`src/fault_alert_defines.vh`:
```
`ifndef FAULT_ALERT_DEFINES_VH
`define FAULT_ALERT_DEFINES_VH
`define ALERT_MASK_ADDR 8'hf9
`define FAULT_MASK_ADDR 8'hfa
`define GEN_FLAGS_ADDR 8'hfb
`define PHASE_FLAGS_ADDR 8'hfc
`define MASK_RESET 8'h00
`define MASK_VOUT_BIT 7
`define MASK_IOUT_BIT 6
`define MASK_COMM_LOGIC_BIT 3
`define MASK_MON_VOLT_BIT 2
`define MASK_POUT_BIT 0
`define MASK_WRITABLE 8'hcd
`define GEN_FAULT_BIT 7
`define GEN_ALERT_BIT 6
`define GEN_PGOOD_BIT 5
`define GEN_READY_BIT 4
`define PH4_BIT 5
`define PH3_BIT 4
`define PH2_BIT 3
`define POWER_SAVE_BIT 2
`define RDATA_IDLE 8'h00
`endif

```
`src/input_sync.v`:
```
`timescale 1ns/100ps
module input_sync (
   input wire mclk_i,
   input wire rst_i,
   input wire [11:0] async_i,
   output wire [11:0] sync_o
);
   reg [11:0] meta_ff;
   reg [11:0] sync_ff;
   genvar gi;
   generate
      for (gi = 0; gi < 12; gi = gi + 1) begin : g_bit
         always @(posedge mclk_i) begin
            if (rst_i) begin
               meta_ff[gi] <= 1'b0;
               sync_ff[gi] <= 1'b0;
            end else begin
               meta_ff[gi] <= async_i[gi];
               sync_ff[gi] <= meta_ff[gi];
            end
         end
      end
   endgenerate
   assign sync_o = sync_ff;
endmodule // input_sync

```
`src/fault_alert_mask_status_regs.v`:
```
// Behaviour
// - alert mask bit 3 blocks alerts from comm/memory/logic status.
// - bit 2 of both masks blocks monitored voltage limit signalling.
// - alert mask bit 0 blocks alerts from output power over limit.
// - fault mask bits 7 and 6 block output voltage and current faults.
// - fault mask bit 3 blocks faults from comm/memory/logic status.
// - fault mask bit 0 blocks power faults; bits 5,4,1 reserved.
// - general status bit 5 power-good is superseded, host uses status word.
// - phase status bits 5,4,3 show phases 4,3,2 enabled.
// - phase status bit 2 follows the power save indicator.
`timescale 1ns/100ps
`include "fault_alert_defines.vh"
module fault_alert_mask_status_regs (
   input wire mclk_i,
   input wire rst_i,
   input wire reg_wr_i,
   input wire [7:0] reg_addr_i,
   input wire [7:0] reg_wdata_i,
   output wire [7:0] reg_rdata_o,
   output wire reg_hit_o,
   input wire vout_status_i,
   input wire iout_status_i,
   input wire comm_logic_status_i,
   input wire monitored_voltage_input_hi_i,
   input wire monitored_voltage_input_lo_i,
   input wire pout_status_i,
   input wire power_good_i,
   input wire ready_i,
   input wire [2:0] phase_en_i,
   input wire power_save_indicator_i,
   output wire alert_o,
   output wire fault_o
);
   reg [7:0] alert_mask_ff;
   reg [7:0] fault_source_mask_ff;
   reg [7:0] nxt_alert_mask;
   reg [7:0] nxt_fault_mask;
   reg alert_ff;
   reg fault_ff;
   reg [7:0] rdata_ff;
   reg [7:0] nxt_rdata;
   wire [11:0] pin_raw;
   wire [11:0] pin_sync;
   wire vout_s;
   wire iout_s;
   wire comm_s;
   wire mon_hi_s;
   wire mon_lo_s;
   wire pout_s;
   wire pgood_s;
   wire ready_s;
   wire [2:0] phase_s;
   wire save_s;
   wire [5:0] src_w;
   wire [5:0] alert_block;
   wire [5:0] fault_block;
   wire [5:0] alert_hit;
   wire [5:0] fault_hit;
   wire nxt_alert;
   wire nxt_fault;
   wire hit_alert_mask;
   wire hit_fault_mask;
   wire hit_gen_flags;
   wire hit_phase_flags;
   wire wr_alert_mask;
   wire wr_fault_mask;
   wire [7:0] gen_flags;
   wire [7:0] phase_flags;
   genvar gi;

   // every pin level crosses two flops before any logic sees it
   assign pin_raw[0] = vout_status_i;
   assign pin_raw[1] = iout_status_i;
   assign pin_raw[2] = comm_logic_status_i;
   assign pin_raw[3] = monitored_voltage_input_hi_i;
   assign pin_raw[4] = monitored_voltage_input_lo_i;
   assign pin_raw[5] = pout_status_i;
   assign pin_raw[6] = power_good_i;
   assign pin_raw[7] = ready_i;
   assign pin_raw[8] = phase_en_i[0];
   assign pin_raw[9] = phase_en_i[1];
   assign pin_raw[10] = phase_en_i[2];
   assign pin_raw[11] = power_save_indicator_i;

   input_sync u_sync (
      .mclk_i(mclk_i),
      .rst_i(rst_i),
      .async_i(pin_raw),
      .sync_o(pin_sync)
   );

   assign vout_s = pin_sync[0];
   assign iout_s = pin_sync[1];
   assign comm_s = pin_sync[2];
   assign mon_hi_s = pin_sync[3];
   assign mon_lo_s = pin_sync[4];
   assign pout_s = pin_sync[5];
   assign pgood_s = pin_sync[6];
   assign ready_s = pin_sync[7];
   assign phase_s = pin_sync[10:8];
   assign save_s = pin_sync[11];

   // one decoded hit per register, shared by write strobe and bus hit
   assign hit_alert_mask = (reg_addr_i == `ALERT_MASK_ADDR);
   assign hit_fault_mask = (reg_addr_i == `FAULT_MASK_ADDR);
   assign hit_gen_flags = (reg_addr_i == `GEN_FLAGS_ADDR);
   assign hit_phase_flags = (reg_addr_i == `PHASE_FLAGS_ADDR);
   assign reg_hit_o = hit_alert_mask | hit_fault_mask | hit_gen_flags |
      hit_phase_flags;
   // status registers have no write path at all
   assign wr_alert_mask = reg_wr_i & hit_alert_mask;
   assign wr_fault_mask = reg_wr_i & hit_fault_mask;

   // reserved mask bits never store a one
   always @* begin
      nxt_alert_mask = alert_mask_ff;
      nxt_fault_mask = fault_source_mask_ff;
      if (wr_alert_mask) begin
         nxt_alert_mask = reg_wdata_i & `MASK_WRITABLE;
      end
      if (wr_fault_mask) begin
         nxt_fault_mask = reg_wdata_i & `MASK_WRITABLE;
      end
   end

   always @(posedge mclk_i) begin
      if (rst_i) begin
         alert_mask_ff <= `MASK_RESET;
         fault_source_mask_ff <= `MASK_RESET;
      end else begin
         alert_mask_ff <= nxt_alert_mask;
         fault_source_mask_ff <= nxt_fault_mask;
      end
   end

   // both limit crossings of the monitored voltage share one mask bit
   assign src_w[0] = vout_s;
   assign src_w[1] = iout_s;
   assign src_w[2] = comm_s;
   assign src_w[3] = mon_hi_s;
   assign src_w[4] = mon_lo_s;
   assign src_w[5] = pout_s;

   assign alert_block[0] = alert_mask_ff[`MASK_VOUT_BIT];
   assign alert_block[1] = alert_mask_ff[`MASK_IOUT_BIT];
   assign alert_block[2] = alert_mask_ff[`MASK_COMM_LOGIC_BIT];
   assign alert_block[3] = alert_mask_ff[`MASK_MON_VOLT_BIT];
   assign alert_block[4] = alert_mask_ff[`MASK_MON_VOLT_BIT];
   assign alert_block[5] = alert_mask_ff[`MASK_POUT_BIT];
   assign fault_block[0] = fault_source_mask_ff[`MASK_VOUT_BIT];
   assign fault_block[1] = fault_source_mask_ff[`MASK_IOUT_BIT];
   assign fault_block[2] = fault_source_mask_ff[`MASK_COMM_LOGIC_BIT];
   assign fault_block[3] = fault_source_mask_ff[`MASK_MON_VOLT_BIT];
   assign fault_block[4] = fault_source_mask_ff[`MASK_MON_VOLT_BIT];
   assign fault_block[5] = fault_source_mask_ff[`MASK_POUT_BIT];

   generate
      for (gi = 0; gi < 6; gi = gi + 1) begin : g_src
         assign alert_hit[gi] = src_w[gi] & ~alert_block[gi];
         assign fault_hit[gi] = src_w[gi] & ~fault_block[gi];
      end
   endgenerate
   assign nxt_alert = |alert_hit;
   assign nxt_fault = |fault_hit;

   always @(posedge mclk_i) begin
      if (rst_i) begin
         alert_ff <= 1'b0;
         fault_ff <= 1'b0;
      end else begin
         alert_ff <= nxt_alert;
         fault_ff <= nxt_fault;
      end
   end
   assign alert_o = alert_ff;
   assign fault_o = fault_ff;

   assign gen_flags[`GEN_FAULT_BIT] = fault_ff;
   assign gen_flags[`GEN_ALERT_BIT] = alert_ff;
   // legacy power-good copy; the status word holds the live one
   assign gen_flags[`GEN_PGOOD_BIT] = pgood_s;
   assign gen_flags[`GEN_READY_BIT] = ready_s;
   assign gen_flags[3:0] = 4'h0;

   assign phase_flags[7:6] = 2'h0;
   assign phase_flags[`PH4_BIT] = phase_s[2];
   assign phase_flags[`PH3_BIT] = phase_s[1];
   assign phase_flags[`PH2_BIT] = phase_s[0];
   assign phase_flags[`POWER_SAVE_BIT] = save_s;
   assign phase_flags[1:0] = 2'h0;

   // unmapped addresses read back as zero
   always @* begin
      case (reg_addr_i)
         `ALERT_MASK_ADDR: begin
            nxt_rdata = alert_mask_ff;
         end
         `FAULT_MASK_ADDR: begin
            nxt_rdata = fault_source_mask_ff;
         end
         `GEN_FLAGS_ADDR: begin
            nxt_rdata = gen_flags;
         end
         `PHASE_FLAGS_ADDR: begin
            nxt_rdata = phase_flags;
         end
         default: begin
            nxt_rdata = `RDATA_IDLE;
         end
      endcase
   end

   always @(posedge mclk_i) begin
      if (rst_i) begin
         rdata_ff <= `RDATA_IDLE;
      end else begin
         rdata_ff <= nxt_rdata;
      end
   end
   assign reg_rdata_o = rdata_ff;
endmodule // fault_alert_mask_status_regs

```
`config.mk`:
```
export PLATFORM = sky130hd
export DESIGN_NAME = fault_alert_mask_status_regs
export DESIGN_NICKNAME = d
export VERILOG_FILES = /design/src/input_sync.v /design/src/fault_alert_mask_status_regs.v
export VERILOG_INCLUDE_DIRS = /design/src /design/src/src
export SDC_FILE = /design/constraint.sdc
export NUM_CORES = 1
export LEC_CHECK = 0
export BUFFER_PORTS_ARGS = -buffer_cell sky130_fd_sc_hd__buf_2
export CAP_MARGIN = 20
export CORE_MARGIN = 2
export CORE_UTILIZATION = 46
export DETAILED_ROUTE_END_ITERATION = 7
export PLACE_DENSITY_LB_ADDON = 0.05
export SETUP_SLACK_MARGIN = 0.2
export SLEW_MARGIN = 20
export SYNTH_ARGS = -nofsm -noshare
export SYNTH_HDL_FRONTEND = slang
export SYNTH_SLANG_ARGS = --single-unit
```
`constraint.sdc`:
```
create_clock -name mclk_i -period 0.94 [get_ports mclk_i]
set_input_delay 0.094 -clock mclk_i [delete_from_list [all_inputs] [get_ports mclk_i]]
set_output_delay 0.094 -clock mclk_i [all_outputs]
set_load 0.02 [all_outputs]
```
After elaboration in Yosys (flattened, before gate mapping)

Index checks and enable logic that the tools add are counted.

Flip-flop bits (word level): 44
Output and inout bits: 11

Muxes and demuxes: 1
Equal/unequal tests: 4
Reduce and logical (&&, ||, !) cells: 2
Bitwise gates (word level): 27

Operators by type and width:

| kind                                  | count |
|---|---|
| == test 8 bit (second input constant) | 4 |
| case mux 8 bit (4 select lines)       | 1 |
| AND 1 bit                             | 14 |
| OR reduction 6 bit                    | 2 |
| inverter 1 bit                        | 10 |
| OR 1 bit                              | 3 |

Depth between registers and ports, before layout

Depth in word-level cells: 4
Depth in mapped cells: 5
Depth with buffers taken out: 3

Cells and area by module

From an unflattened synthesis, not the netlist that was laid out.

Cell total of the unflattened synthesis: 152
Area total of the unflattened synthesis: 1652.8 sq um

By module, submodules not included:

| module                       | seq. area each (sq um) | cells each | area an instance (sq um) | instances |
|---|---|---|---|---|
| fault_alert_mask_status_regs | 380.4                  | 102        | 959.7                    | 1 |
| input_sync                   | 480.5                  | 50         | 693.2                    | 1 |

Worst setup path after synthesis

No wires, ideal clock.

Path kind: reg-to-reg
Start: register alert_ff (netlist: alert_o)
End: register rdata_ff[6] (netlist: reg_rdata_o[6])
Path slack: -25 ps
Clock period less this slack: 965 ps
Arrival time: 841 ps
Data required time: 816 ps
Library setup time: 124 ps
Stages on the path, launching flop included: 4
Path buffers: 0
Path through: dfxtp_1 mux2_1 a22oi_1 nor3_1

Longest elaborated chain between the ends: 1

Ends and longest elaborated chain:

| element                         | RTL line                           | source |
|---|---|---|
| start: declaration              | fault_alert_mask_status_regs.v:38  | `reg alert_ff;` |
| start signal: assignment        | fault_alert_mask_status_regs.v:171 | `alert_ff <= nxt_alert;` |
| case mux 8 bit (4 select lines) | fault_alert_mask_status_regs.v:194 | `case (reg_addr_i)` |
| end signal: assignment          | fault_alert_mask_status_regs.v:215 | `` rdata_ff <= `RDATA_IDLE; `` |
| end signal: assignment          | fault_alert_mask_status_regs.v:217 | `rdata_ff <= nxt_rdata;` |
| end: declaration                | fault_alert_mask_status_regs.v:40  | `reg [7:0] rdata_ff;` |

No other way between the ends.
A chain may end at the register's enable or synchronous reset.

Worst setup path in the final report

Start: register alert_ff (netlist: alert_o)
End: output port alert_o

RTL lines:

| element          | RTL line                          | source |
|---|---|---|
| end: declaration | fault_alert_mask_status_regs.v:31 | `output wire alert_o,` |

No word-level cell between the ends.

==> results.tsv <==
metric	value	unit
use_met1	21.5	%
slowest_stage	dfxtp_4	
min_period_over_period	100	%
grt_pass1_wl	5.66	mm
die_x	63.0	um
rows	21	
hold_start	reg_wdata_i[7]	
ys_types	29	
track_usage	18.8	%
post-place-ws	-0.0903	ns
worst_slack	-0.00109	ns
grt_start_max_net_pins	42	
clk_latency	0.35	ns
dr.first_iter.drc_count	48	
netlist.area_leader.share	53.7	%
clk_pin_slew_worst_paths	0.12	ns
dr_total_vias	1243	
r2r-end	reg_rdata_o[6]	
cts_htree_levels	2	
viasPerCell	4.64	
yosysTopAreaCell	dfxtp_1	
placed_area	1950	um^2
area.growth.synth_to_final	46.4	%
io_pins	42	
fmax	1.06	GHz
synth_flop_cell	dfxtp_1	
crit_chain	buf_6	
ir_drop	1250	uV
endpoint_kind	output port	
p_leak	0.974	nW
cts_root_buffer	clkbuf_4	
worst_ep_required_time	0.85	ns
core	3340	um^2
holdPathEnd	fault_source_mask_ff[7]	
async_flop_share	0	%
post-route-min-period	0.941	ns
tns	-0.00109	ns
numCtsBuffers	5	
synth_edf_count	0	
cts.sinks	43	
die_area	3970	um^2
syn_inst	153	
rsz0062_at_grt	true	
cp.arrival	0.85	ns
ys_seq_elements	43	
synth_area_leaders	dfxtp_1 (54%), nor2b_1 (9.8%), mux2i_1 (6.2%), nand2b_1 (5.9%), a22oi_1 (4.2%)	
drive_above_1_share	45.0	%
clock_path_buffers	2	
cpLargestDelayFamily	flip-flops	
grt_util_met3	7.57	%
grt_util_met2	31.9	%
finalHoldViolations	0	
syn_area_per_cell	10.5	um^2
wl	3.34	mm
cts_tree	built	
ys_seq_area_share	53.7	%
first_pass_iters	4	
path_buf_inv	1	
hold-path-cell-count	3	
die_height	63.0	um
max-cap-violations	0	
initial_core_util	48.0	%
gr-total-overflow	0	
setup_violations	1	
grt-busiest-layer	met2	
hold-worst-slack	0.0174	ns
netlist_area	1600	um^2
p_per_area	1460	nW/um^2
cpPeakStageDelay	0.37	ns
drtAntennaViolNets	0	
grt_pass1_vias	1244	
n_fill_cell	275	
hold_class	in -> reg	
fin_util	70.3	%
synth_warnings	0	
r2r_cells	3	
port_buffers	37	
crit_fanout	2	
outcome	finished with violations	
crit_path_start_kind	flip-flop	
avgRoutedWirePerCell	12.5	um
failed_checks	negative setup slack	
criticalPathCategory	reg -> out	
finalNetCount	252	
place_congestion	0.824	
drc_errors	0	
r2r-start	alert_o	
antenna_cells	0	
synth.net_count	184	
rrSetupSlack	0.02	ns
fin_skew	0.0157	ns
final_area	2350	um^2
grt_antenna_before_repair	0	
drv_slew	0	
dpl.hpwl	2.19	mm
sequential cells by signal (all words and copies together) (netlist names):
register              flops
alert_mask_ff             5
alert_o                   1
fault_o                   1
fault_source_mask_ff      5
reg_rdata_o               7
u_sync.meta_ff           12
u_sync.sync_o            12
cell usage after synthesis (all sizes together) (3+ instances only):
cell type / instances
nor2b: 26
mux2i: 10
clkbuf: 4
nand3b: 4
nor2: 4
nand2b: 15
inv: 8
dfxtp: 43
nor3: 3
a22oi: 9
buf: 5
final cells by class:
| class | instances | area, um^2 | area share [%] |
|---|---|---|---|
| sequential | 43 | 892 | 38.0 |
| clock buffer | 6 | 51.3 | 2.19 |
| timing repair buffer | 70 | 549 | 23.4 |
| tap | 46 | 57.6 | 2.45 |
| multi-input combinational | 93 | 731 | 31.1 |
| clock inverter | 2 | 35.0 | 1.49 |
| inverter | 8 | 30.0 | 1.28 |
report_power, final:
part | total [mW] | leakage (nW) | internal, mW | switching [mW]
Clock | 1.19 | 0.0482 | 0.629 | 0.557
Combinational | 0.354 | 0.564 | 0.216 | 0.137
Sequential | 1.90 | 0.362 | 1.87 | 0.0240
Total | 3.43 | 0.974 | 2.72 | 0.718
routing by layer:
layer	up-vias	routed length, um
met1	558	1440
met2	40	1620
met4	0	61
li1	638	-
met5	-	0
met3	7	207
worst max-delay path by stage:
stage,from,to,slack (ns),cells after the start
2_1_floorplan,alert_o,reg_rdata_o[6],0.02,3
3_3_place_gp,reg_addr_i[2],alert_mask_ff[3],-0.08,5
3_5_place_dp,reg_addr_i[2],alert_mask_ff[0],-0.09,5
4_1_cts,fault_o,fault_o,-0.009,1
5_1_grt,fault_o,fault_o,-0.05,1
6_report,alert_o,alert_o,-0.001,1
through the flow:
step	power (mW)	instances
after floorplan	2.11	153
after global placement	2.21	242
after detailed placement	2.22	242
after CTS	3.47	264
after global routing	3.60	268
final	3.43	268
cells by family (layout without fill, tap and decap cells):
group | after synthesis | in the layout | share of synthesized area [%]
compound gates | 18 | 18 | 8.20
buf+inv | 17 | 86 | 5.46
flops | 43 | 43 | 53.7
mux | 12 | 12 | 7.65
other cells | 1 | 1 | 0.234
simple gates | 62 | 62 | 24.7
cells in the final DEF, fill, tap and decap left out, types with 2 or more instances in the layout:
master	instances
a21o_1	2
buf_4	17
nand2b_1	15
nor2b_1	24
clkbuf_4	5
mux2_4	2
nor2_1	3
nor2b_4	2
nor3_1	3
buf_2	25
a31oi_1	2
nand2_1	2
inv_1	4
a22oi_1	3
dlygate4sd3_1	15
dfxtp_1	26
nand3b_1	4
inv_2	4
dfxtp_2	13
mux2i_1	10
a22oi_2	6
dfxtp_4	4
buf_6	13
o21bai_1	2
timing repair:
item                                   4_1_cts  5_1_grt
setup endpoints to repair                   16       17
endpoints found under the hold margin       14        3
hold buffers                                13        2
gates resized for setup                     43       10
buffers inserted                             1        2
pin swaps                                   13        7
No activity file was read; power rests on OpenSTA's default activity.
